==> config.mk <==
export PLATFORM = sky130hd
export DESIGN_NAME = port0_mgmt_path_mux
export DESIGN_NICKNAME = d
export VERILOG_FILES = /design/src/mgmt_mux_pkg.sv /design/src/mgmt_route_table.sv /design/src/port0_mgmt_path_mux.sv
export SDC_FILE = /design/constraint.sdc
export NUM_CORES = 1
export LEC_CHECK = 0
export BUFFER_PORTS_ARGS = -buffer_cell sky130_fd_sc_hd__buf_2
export CAP_MARGIN = 20
export CORE_ASPECT_RATIO = 1.1
export CORE_MARGIN = 2
export CORE_UTILIZATION = 40
export CTS_BUF_LIST = sky130_fd_sc_hd__clkbuf_4 sky130_fd_sc_hd__clkbuf_8
export DETAILED_ROUTE_END_ITERATION = 8
export PLACE_DENSITY = 0.73
export SLEW_MARGIN = 20
export SYNTH_ARGS = -nofsm -noshare
export SYNTH_HDL_FRONTEND = slang
export SYNTH_SLANG_ARGS = --single-unit
==> constraint.sdc <==
create_clock -name core_clk_in -period 1.35 [get_ports core_clk_in]
set_input_delay 0.0675 -clock core_clk_in [delete_from_list [all_inputs] [get_ports core_clk_in]]
set_output_delay 0.0675 -clock core_clk_in [all_outputs]
set_load 0.01 [all_outputs]
==> src/mgmt_mux_pkg.sv <==
// constants and types for the port 0 management path mux
package mgmt_mux_pkg;
    // management mode straps: bit 1 = two-wire managed, bit 0 = phy mode
    localparam int MODE_W = 2;
    localparam logic [1:0] MODE_MAC_SERIAL = 2'h0;
    localparam logic [1:0] MODE_PHY_SERIAL = 2'h1;
    localparam logic [1:0] MODE_MAC_TWI = 2'h2;
    localparam logic [1:0] MODE_PHY_TWI = 2'h3;
    localparam logic [1:0] MODE_RESET = 2'h1;
    // upstream parallel-interface owners
    localparam logic [1:0] PAR_LOADER = 2'h0;
    localparam logic [1:0] PAR_SERIAL = 2'h1;
    localparam logic [1:0] PAR_TWI = 2'h2;
    localparam logic [1:0] PAR_NONE = 2'h3;
    // read data source select codes
    localparam logic [2:0] RD_NONE = 3'h0;
    localparam logic [2:0] RD_PHY_A = 3'h1;
    localparam logic [2:0] RD_PHY_B = 3'h2;
    localparam logic [2:0] RD_VPHY = 3'h3;
    localparam logic [2:0] RD_SLAVE = 3'h4;
    localparam logic [2:0] RD_PIN = 3'h5;
    typedef enum logic [1:0] {ST_STRAP, ST_INIT, ST_RUN} phase_t;
endpackage : mgmt_mux_pkg

==> src/mgmt_route_table.sv <==
// routing decode for management mode and phase
`timescale 1ns/1ns
module mgmt_route_table
    import mgmt_mux_pkg::*;
(
    // selection
    input wire logic [1:0] mode_in,
    input wire logic init_in,
    // routing
    output logic phys_from_pin_out,
    output logic vphy_from_pin_out,
    output logic slave_from_pin_out,
    output logic iface_drives_pin_out,
    output logic [1:0] iface_par_owner_out,
    output logic [1:0] vphy_par_owner_out
);
    always_comb
    begin
        phys_from_pin_out = 1'b0;
        vphy_from_pin_out = 1'b0;
        slave_from_pin_out = 1'b0;
        iface_drives_pin_out = 1'b0;
        iface_par_owner_out = PAR_LOADER;
        vphy_par_owner_out = PAR_LOADER;
        case (mode_in)
            MODE_PHY_SERIAL:
            begin
                vphy_from_pin_out = 1'b1;
                slave_from_pin_out = 1'b1;
                if (init_in)
                begin
                    phys_from_pin_out = 1'b0;
                    iface_par_owner_out = PAR_LOADER;
                    vphy_par_owner_out = PAR_LOADER;
                end
                else
                begin
                    phys_from_pin_out = 1'b1;
                    iface_par_owner_out = PAR_SERIAL;
                    vphy_par_owner_out = PAR_SERIAL;
                end
            end
            MODE_MAC_SERIAL:
            begin
                slave_from_pin_out = 1'b1;
                phys_from_pin_out = !init_in;
                iface_par_owner_out = init_in ? PAR_LOADER : PAR_SERIAL;
                vphy_par_owner_out = init_in ? PAR_LOADER : PAR_SERIAL;
            end
            MODE_MAC_TWI:
            begin
                iface_drives_pin_out = 1'b1;
                iface_par_owner_out = init_in ? PAR_LOADER : PAR_TWI;
                vphy_par_owner_out = init_in ? PAR_LOADER : PAR_SERIAL;
            end
            default:
            begin
                vphy_from_pin_out = 1'b1;
                iface_par_owner_out = init_in ? PAR_LOADER : PAR_TWI;
                vphy_par_owner_out = init_in ? PAR_LOADER : PAR_TWI;
            end
        endcase
    end
endmodule : mgmt_route_table

==> src/port0_mgmt_path_mux.sv <==
// port 0 management path multiplexer
`timescale 1ns/1ns
module port0_mgmt_path_mux
    import mgmt_mux_pkg::*;
(
    // clock and reset
    input wire logic core_clk_in,
    input wire logic reset_n_in,
    // configuration
    input wire logic [1:0] mode_strap_in,
    input wire logic loader_done_in,
    // port 0 management pins
    input wire logic pin_mdc_in,
    input wire logic pin_mdio_in,
    output logic pin_mdc_out,
    output logic pin_mdc_oe_out,
    output logic pin_mdio_out,
    output logic pin_mdio_oe_out,
    // internal phy_mgmt_iface master
    input wire logic iface_mdc_in,
    input wire logic iface_mdio_in,
    input wire logic iface_mdio_oe_in,
    output logic iface_mdio_out,
    // slaves: serial data out and drive request
    input wire logic phy_a_mdio_in,
    input wire logic phy_a_oe_in,
    input wire logic phy_b_mdio_in,
    input wire logic phy_b_oe_in,
    input wire logic vphy_mdio_in,
    input wire logic vphy_oe_in,
    input wire logic slave_mdio_in,
    input wire logic slave_oe_in,
    // management clock and data to slaves
    output logic phys_mdc_out,
    output logic phys_mdio_out,
    output logic vphy_mdc_out,
    output logic vphy_mdio_out,
    output logic slave_mdc_out,
    output logic slave_mdio_out,
    // parallel register owner selects
    output logic [1:0] iface_par_owner_out,
    output logic [1:0] vphy_par_owner_out,
    // status
    output logic init_active_out,
    output logic [1:0] mode_out
);
    phase_t phase_reg, phase_next;
    logic [1:0] mode_reg, mode_next;
    logic phys_pin, vphy_pin, slave_pin, iface_pin;
    logic [1:0] iface_own, vphy_own;
    logic [2:0] rd_sel;
    logic rd_bit, rd_oe;
    logic pin_mdc_oe_next, pin_mdc_next, pin_mdio_oe_next, pin_mdio_next;
    logic phys_mdc_next, phys_mdio_next, vphy_mdc_next, vphy_mdio_next;
    logic slave_mdc_next, slave_mdio_next, iface_mdio_next, init_active_next;
    logic pin_mdc_oe_reg, pin_mdc_reg, pin_mdio_oe_reg, pin_mdio_reg;
    logic phys_mdc_reg, phys_mdio_reg, vphy_mdc_reg, vphy_mdio_reg;
    logic slave_mdc_reg, slave_mdio_reg, iface_mdio_reg, init_active_reg;
    logic [1:0] iface_own_reg, vphy_own_reg;

    mgmt_route_table route_u (
        .mode_in(mode_reg),
        .init_in(phase_reg != ST_RUN),
        .phys_from_pin_out(phys_pin),
        .vphy_from_pin_out(vphy_pin),
        .slave_from_pin_out(slave_pin),
        .iface_drives_pin_out(iface_pin),
        .iface_par_owner_out(iface_own),
        .vphy_par_owner_out(vphy_own)
    );

    // mode capture and init phase
    always_comb
    begin
        phase_next = phase_reg;
        mode_next = mode_reg;
        case (phase_reg)
            ST_STRAP:
            begin
                mode_next = mode_strap_in;
                phase_next = ST_INIT;
            end
            ST_INIT:
            begin
                if (loader_done_in)
                begin
                    phase_next = ST_RUN;
                end
            end
            default:
            begin
                phase_next = ST_RUN;
            end
        endcase
        init_active_next = (phase_next != ST_RUN);
    end

    // read data source: one at most
    always_comb
    begin
        rd_sel = RD_NONE;
        if (iface_pin)
        begin
            rd_sel = RD_PIN;
        end
        else if (phys_pin && phy_a_oe_in)
        begin
            rd_sel = RD_PHY_A;
        end
        else if (phys_pin && phy_b_oe_in)
        begin
            rd_sel = RD_PHY_B;
        end
        else if (vphy_pin && vphy_oe_in)
        begin
            rd_sel = RD_VPHY;
        end
        else if (slave_pin && slave_oe_in)
        begin
            rd_sel = RD_SLAVE;
        end
    end

    always_comb
    begin
        rd_bit = 1'b1;
        rd_oe = 1'b0;
        case (rd_sel)
            RD_PHY_A:
            begin
                rd_bit = phy_a_mdio_in;
                rd_oe = 1'b1;
            end
            RD_PHY_B:
            begin
                rd_bit = phy_b_mdio_in;
                rd_oe = 1'b1;
            end
            RD_VPHY:
            begin
                rd_bit = vphy_mdio_in;
                rd_oe = 1'b1;
            end
            RD_SLAVE:
            begin
                rd_bit = slave_mdio_in;
                rd_oe = 1'b1;
            end
            default:
            begin
                rd_bit = 1'b1;
                rd_oe = 1'b0;
            end
        endcase
    end

    // pin and slave drive
    always_comb
    begin
        pin_mdc_oe_next = iface_pin;
        pin_mdc_next = iface_pin ? iface_mdc_in : 1'b0;
        pin_mdio_oe_next = iface_pin ? iface_mdio_oe_in : rd_oe;
        pin_mdio_next = iface_pin ? iface_mdio_in : rd_bit;
        phys_mdc_next = phys_pin ? pin_mdc_in : iface_mdc_in;
        phys_mdio_next = phys_pin ? pin_mdio_in : iface_mdio_in;
        vphy_mdc_next = vphy_pin ? pin_mdc_in : 1'b0;
        vphy_mdio_next = vphy_pin ? pin_mdio_in : 1'b1;
        slave_mdc_next = slave_pin ? pin_mdc_in : 1'b0;
        slave_mdio_next = slave_pin ? pin_mdio_in : 1'b1;
        if (iface_pin)
        begin
            iface_mdio_next = pin_mdio_in;
        end
        else if (phy_a_oe_in)
        begin
            iface_mdio_next = phy_a_mdio_in;
        end
        else if (phy_b_oe_in)
        begin
            iface_mdio_next = phy_b_mdio_in;
        end
        else
        begin
            iface_mdio_next = 1'b1;
        end
    end

    always_ff @(posedge core_clk_in or negedge reset_n_in)
    begin
        if (!reset_n_in)
        begin
            phase_reg <= ST_STRAP;
            mode_reg <= MODE_RESET;
            pin_mdc_oe_reg <= 1'b0;
            pin_mdc_reg <= 1'b0;
            pin_mdio_oe_reg <= 1'b0;
            pin_mdio_reg <= 1'b1;
            phys_mdc_reg <= 1'b0;
            phys_mdio_reg <= 1'b1;
            vphy_mdc_reg <= 1'b0;
            vphy_mdio_reg <= 1'b1;
            slave_mdc_reg <= 1'b0;
            slave_mdio_reg <= 1'b1;
            iface_mdio_reg <= 1'b1;
            init_active_reg <= 1'b1;
            iface_own_reg <= PAR_NONE;
            vphy_own_reg <= PAR_NONE;
        end
        else
        begin
            phase_reg <= phase_next;
            mode_reg <= mode_next;
            pin_mdc_oe_reg <= pin_mdc_oe_next;
            pin_mdc_reg <= pin_mdc_next;
            pin_mdio_oe_reg <= pin_mdio_oe_next;
            pin_mdio_reg <= pin_mdio_next;
            phys_mdc_reg <= phys_mdc_next;
            phys_mdio_reg <= phys_mdio_next;
            vphy_mdc_reg <= vphy_mdc_next;
            vphy_mdio_reg <= vphy_mdio_next;
            slave_mdc_reg <= slave_mdc_next;
            slave_mdio_reg <= slave_mdio_next;
            iface_mdio_reg <= iface_mdio_next;
            init_active_reg <= init_active_next;
            iface_own_reg <= (phase_reg == ST_STRAP) ? PAR_NONE : iface_own;
            vphy_own_reg <= (phase_reg == ST_STRAP) ? PAR_NONE : vphy_own;
        end
    end

    assign pin_mdc_oe_out = pin_mdc_oe_reg;
    assign pin_mdc_out = pin_mdc_reg;
    assign pin_mdio_oe_out = pin_mdio_oe_reg;
    assign pin_mdio_out = pin_mdio_reg;
    assign phys_mdc_out = phys_mdc_reg;
    assign phys_mdio_out = phys_mdio_reg;
    assign vphy_mdc_out = vphy_mdc_reg;
    assign vphy_mdio_out = vphy_mdio_reg;
    assign slave_mdc_out = slave_mdc_reg;
    assign slave_mdio_out = slave_mdio_reg;
    assign iface_mdio_out = iface_mdio_reg;
    assign iface_par_owner_out = iface_own_reg;
    assign vphy_par_owner_out = vphy_own_reg;
    assign init_active_out = init_active_reg;
    assign mode_out = mode_reg;
endmodule : port0_mgmt_path_mux

==> impl_metrics.json, run 1 <==
{
  "crit_fanout": 5,
  "m1WireLength_um": 568,
  "layout_setup_ws_ns": 0.112,
  "cp-end-kind": "flip-flop",
  "synth-seq-cells": 20,
  "syn_area_um2": 763,
  "io_buffers": 35,
  "vias_per_cell": 4.91,
  "path_clk_slew_ns": 0.11,
  "critPathSlowestCell": "or3b_4",
  "synth.distinct_cells": 25,
  "cts_buffers": 3,
  "vias": 599,
  "core_area_um2": 1780,
  "status": "finished, final reports clean",
  "p_leak_uw": 0.000516,
  "drt_iter0_markers": 1,
  "rsz0062_at_grt": "no",
  "hold_buffers": 4,
  "clk_latency_ns": 0.29,
  "timing_hold_violations_final": 0,
  "tightestPinTransition_ns": 0.408,
  "cts_tree": "built",
  "yosys_warnings": 0,
  "fin_nets": 123,
  "clock.fmax_ghz": 0.808,
  "ios": 36,
  "die_w_um": 45.7,
  "wire_per_inst_um": 12.1,
  "maxSlewHeadroom_pct": 72.8,
  "synthCells": 58,
  "dp_hpwl_um": 1150,
  "area_growth_pct": 38.9,
  "antenna_found_initial": 0,
  "finalCritPeriodShare_pct": 91.7,
  "maxSlewViolCount": 0,
  "die_area_um2": 2270,
  "clock_skew_ns": 0.00967,
  "cts_resized": 0,
  "preCtsSetupSlack_ns": 0.110,
  "worstPathArrival_ns": 1.42,
  "grt_pass1_vias": 589,
  "crit_chain": "or3b_4, mux2_4",
  "final-setup-viol-count": 0,
  "top_layer_used": "met4",
  "dr.pass1.iters": 2,
  "drv_cap": 0,
  "ant_nets": 0,
  "wl_met3_um": 44,
  "period_needed_ns": 1.24,
  "p_per_area_nw_per_um2": 1700,
  "clock_sinks": 20,
  "diodes": 0,
  "initial_core_util_pct": 42.8,
  "irDropWorstVdd_mv": 0.806,
  "post_synth.cell_area_avg_um2": 13.2,
  "drc_errors": 0,
  "htree_levels": 1,
  "drive_gt1_share_pct": 57.7,
  "std_cell_rows": 16,
  "worstPathRequired_ns": 1.53,
  "cp-start-kind": "flip-flop",
  "grt_first_pass_wirelength_um": 2430,
  "max_stage_delay_ns": 0.44,
  "synth_nets": 76,
  "die_y_um": 49.8,
  "tns_ns": 0,
  "cts_buffer_depth": 2,
  "clock-root-buffer": "clkbuf_4",
  "critPathKind": "flip-flop to flip-flop",
  "grt_max_degree": 21,
  "post_cts_buffers": 0,
  "wl_um": 1480,
  "synth-seq-area-share_pct": 67.4,
  "gp_congestion": 0.747,
  "dr_wl_met2_um": 849,
  "grt.total_usage_pct": 14.6,
  "hold_class": "input port to flip-flop",
  "grt_overflow_total": 0
}
## synth_stat cells
master | instances | share of area, %
dfstp_2 | 11 | 38
dfrtp_1 | 9 | 30
a21oi_1 | 5 | 3.3
nand2_1 | 4 | 2.0
nor2b_1 | 3 | 2.5
and2_1 | 2 | 1.6
inv_1 | 2 | 0.98
mux2_4 | 2 | 3.9
nand2b_1 | 2 | 1.6
nor2_1 | 2 | 0.98
o21ai_0 | 2 | 1.3
a221o_1 | 1 | 1.3
a31oi_1 | 1 | 0.82
buf_4 | 1 | 0.98
clkbuf_1 | 1 | 0.49
mux2_2 | 1 | 1.5
nand3_1 | 1 | 0.66
nor3b_1 | 1 | 0.98
o21ai_2 | 1 | 1.1
o21bai_1 | 1 | 0.98
o2bb2ai_1 | 1 | 1.1
o31ai_1 | 1 | 0.98
o32ai_1 | 1 | 1.1
or2_2 | 1 | 0.82
or3b_4 | 1 | 1.5
## final cells by class
| type | count | area, um^2 |
|---|---|---|
| clock buffers | 4 | 30.0 |
| fillers | 151 | 722 |
| inverters | 2 | 7.51 |
| multi-input cells | 34 | 230 |
| flip-flops and latches | 20 | 514 |
| well taps | 18 | 22.5 |
| repair buffers | 44 | 255 |
## kinds of logic after synthesis
| kind of cell | Yosys count | synth area share, % |
|---|---|---|
| flops | 20 | 67.4 |
| simple gates | 17 | 12.6 |
| compound gates | 14 | 12.1 |
| mux | 3 | 5.41 |
| buf+inv | 4 | 2.46 |
## report_power, final
part           switching [uW]  total [uW]  internal (uW)  leakage, uW
clock network             161         296            135    0.0000184
registers                41.2         866            825     0.000225
logic                     339         642            304     0.000272
total                     541        1800           1260     0.000516
## critical path: cells and delay by family (launching register included)
kind,cells,cell delay [ns]
and+or+nand+nor,1,0.44
DFF,1,0.39
muxes,1,0.31
## metrics by stage
step                      area, um^2  utilization, %  hold slack, ns  total power, uW  instances
after floorplan                  763               -          -0.228             1240         58
after global placement           980            55.0          0.0188             1500        113
after detailed placement         980            55.0          0.0242             1520        113
after CTS                       1050            58.9         0.00382             1820        121
after global routing            1060            59.5          0.0118             1920        122
final                           1060            59.5          0.0163             1800        122
## final timing paths
| kind | endpoint | from | depth (start not counted) | slack, ns |
|---|---|---|---|---|
| min in group asynchronous | phys_mdc_out | reset_n_in | 2 | 0.23 |
| worst min-delay path | vphy_mdc_out | pin_mdc_in | 2 | 0.02 |
| worst max register to register | phys_mdc_out | phase_reg[0] | 2 | 0.11 |
| worst min register to register | init_active_out | phase_reg[1] | 2 | 0.53 |
| max in group asynchronous | iface_par_owner_out[1] | reset_n_in | 2 | 0.78 |
| worst max-delay path | phys_mdc_out | phase_reg[0] | 2 | 0.11 |
## layer usage
layer	vias up	global-route usage [%]
met5	-	0
met4	0	7.35
met3	2	0
met2	17	26.1
met1	288	17.3
li1	292	-
## layout by cell type, fill, tap and decap left out, types with 3 or more instances in the layout
master         synthesis  final
a21oi_1                5      5
buf_2                  0     35
buf_4                  1      4
clkbuf_4               0      4
dfrtp_1                9      9
dfstp_2               11     11
dlygate4sd3_1          0      5
nand2_1                4      4
nor2b_1                3      3
Power figures use the tool's default switching activity.
==> run 2, diff against run 1 <==
==> constraint.sdc (replaced) <==
create_clock -name core_clk_in -period 1.35 [get_ports core_clk_in]
set_input_delay 0.27 -clock core_clk_in [delete_from_list [all_inputs] [get_ports core_clk_in]]
set_output_delay 0.27 -clock core_clk_in [all_outputs]
set_load 0.01 [all_outputs]
==> run 2 against run 1 <==
Final cell count is 3.3% lower. Sequential power is 0.5% higher. Die area stayed put. Maximum frequency is 1.9% lower. Non-clock buffer count is 4 lower. Clock skew is 0.0086 ns lower. Sequential cell count stayed put. Worst setup slack worse by 0.024 ns. Final area is 3.2% lower. Critical path type unchanged. Largest cell class unchanged. Highest routed layer unchanged.
==> impl_metrics.json, run 2 (synthesized netlist as in run 1, its figures left out) <==
{
  "multi_input_area_um2": 230,
  "p_leak_uw": 0.000502,
  "wl_um": 1440,
  "cp-end-kind": "flip-flop",
  "maxSlewHeadroom_pct": 72.2,
  "use_met1_pct": 15.6,
  "clock_skew_ns": 0.00112,
  "preCtsSetupSlack_ns": 0.113,
  "clk_latency_ns": 0.29,
  "layout_setup_ws_ns": 0.0885,
  "timing_hold_violations_final": 0,
  "grt_first_pass_wirelength_um": 2280,
  "critPathKind": "flip-flop to flip-flop",
  "diodes": 0,
  "fin_nets": 119,
  "core_area_um2": 1780,
  "reg2reg_depth": 2,
  "cts_buffer_depth": 2,
  "worstPathRequired_ns": 1.53,
  "grt_pass1_vias": 549,
  "gp_congestion": 0.709,
  "layout_commonest_cell": "buf_2",
  "irDropWorstVdd_mv": 0.612,
  "met3_usage_pct": 1.47,
  "ff2ff_setup_slack_ns": 0.09,
  "maxSlewViolCount": 0,
  "die_y_um": 49.8,
  "combPwrFrac_pct": 34.2,
  "min_path_cells": 2,
  "final-setup-viol-count": 0,
  "gr-max-usage-layer": "met2",
  "die_area_um2": 2270,
  "hold_end": "init_active_out",
  "ios": 36,
  "clock_sinks": 20,
  "drc_errors": 0,
  "crit_fanout": 5,
  "vias": 562,
  "drt_iter0_markers": 1,
  "r2r-end": "phys_mdc_out",
  "grt_use_met2_pct": 24.6,
  "period_needed_ns": 1.26,
  "power_frac_seq_pct": 47.6,
  "cts_buffers": 3,
  "antenna_found_initial": 0,
  "clock.fmax_ghz": 0.793,
  "clkPwrFrac_pct": 18.2,
  "tns_ns": 0,
  "intPower_uw": 1290,
  "dr.pass1.iters": 2,
  "io_buffers": 35,
  "layout_common_cells": "buf_2, dfstp_2, dfrtp_1, a21oi_1",
  "path_clk_slew_ns": 0.11,
  "initial_core_util_pct": 42.8,
  "grt.total_usage_pct": 13.7,
  "die_w_um": 45.7,
  "seq_area_um2": 514,
  "hp-start": "loader_done_in",
  "rr_startpoint": "phase_reg[0]",
  "cp-start-kind": "flip-flop",
  "worstPathArrival_ns": 1.44,
  "area_growth_pct": 34.4,
  "swShare_pct": 29.7,
  "finalCritPeriodShare_pct": 93.4,
  "drive_gt1_share_pct": 60.0,
  "post_cts_buffers": 0,
  "cts_resized": 0,
  "cts_tree": "built",
  "hold_class": "input port to flip-flop",
  "drv_cap": 0,
  "tightestPinTransition_ns": 0.417,
  "power_switching_uw": 543,
  "p_per_area_nw_per_um2": 1780,
  "grt_max_degree": 21,
  "fillers": 148,
  "vias_per_cell": 4.76,
  "rsz0062_at_grt": "no",
  "hold_buffers": 1,
  "std_cell_rows": 16,
  "ant_nets": 0,
  "htree_levels": 1,
  "wire_per_inst_um": 12.2,
  "clock-root-buffer": "clkbuf_4",
  "grt_overflow_total": 0,
  "dp_hpwl_um": 1130,
  "status": "finished, final reports clean"
}
-- run 2: cell types whose count changed in the layout (fill, tap and decap cells not counted), sizes merged --
| cell | change |
|---|---|
| dlygate4sd3 | -4 |
-- run 2: power by group through the flow --
stage | Sequential (uW) | Clock, uW | Combinational [uW]
final | 870 | 333 | 626
after global routing | 888 | 366 | 686
after CTS | 873 | 346 | 632
after floorplan | 991 | 0 | 248
after global placement | 877 | 0 | 618
after detailed placement | 885 | 0 | 629
-- run 2: how the worst max path moves through the flow --
stage               depth (start not counted)               to          from
finish                                      2     phys_mdc_out  phase_reg[0]
detailed placement                          2     phys_mdc_out  phase_reg[0]
global route                                2      mode_out[1]   mode_out[1]
CTS                                         2      mode_out[1]   mode_out[1]
global placement                            2     phys_mdc_out  phase_reg[0]
floorplan                                   3  pin_mdio_oe_out   mode_out[0]
-- run 2: critical path, stage by stage (launching register included) --
cell	delay (ns)
dfrtp_1	0.40
or3b_4	0.44
mux2_4	0.31
-- run 2: routing by layer --
layer  vias up  share of wire, %
li1        283                 -
met1       258                40
met2        19                54
met3         2               4.2
met4         0               1.3
met5         -                 0
-- run 2: final cells by class --
cell class	count	area share, %
Sequential cell	20	50.1
Inverter	2	0.732
Clock buffer	4	3.54
Multi-Input combinational cell	34	22.4
Tap cell	18	2.20
Timing Repair Buffer	40	21.0
-- run 2: through the flow --
| stage | util, % | std cells | power (uW) | hold WS [ns] | instance area (um^2) |
|---|---|---|---|---|---|
| final | 57.6 | 118 | 1830 | 0.113 | 1030 |
| after global routing | 57.6 | 118 | 1940 | 0.0987 | 1030 |
| after CTS | 57.6 | 118 | 1850 | 0.101 | 1030 |
| after detailed placement | 55.0 | 113 | 1510 | 0.229 | 980 |
| after global placement | 55.0 | 113 | 1500 | 0.221 | 980 |
| after floorplan | - | 58 | 1240 | -0.0256 | 763 |
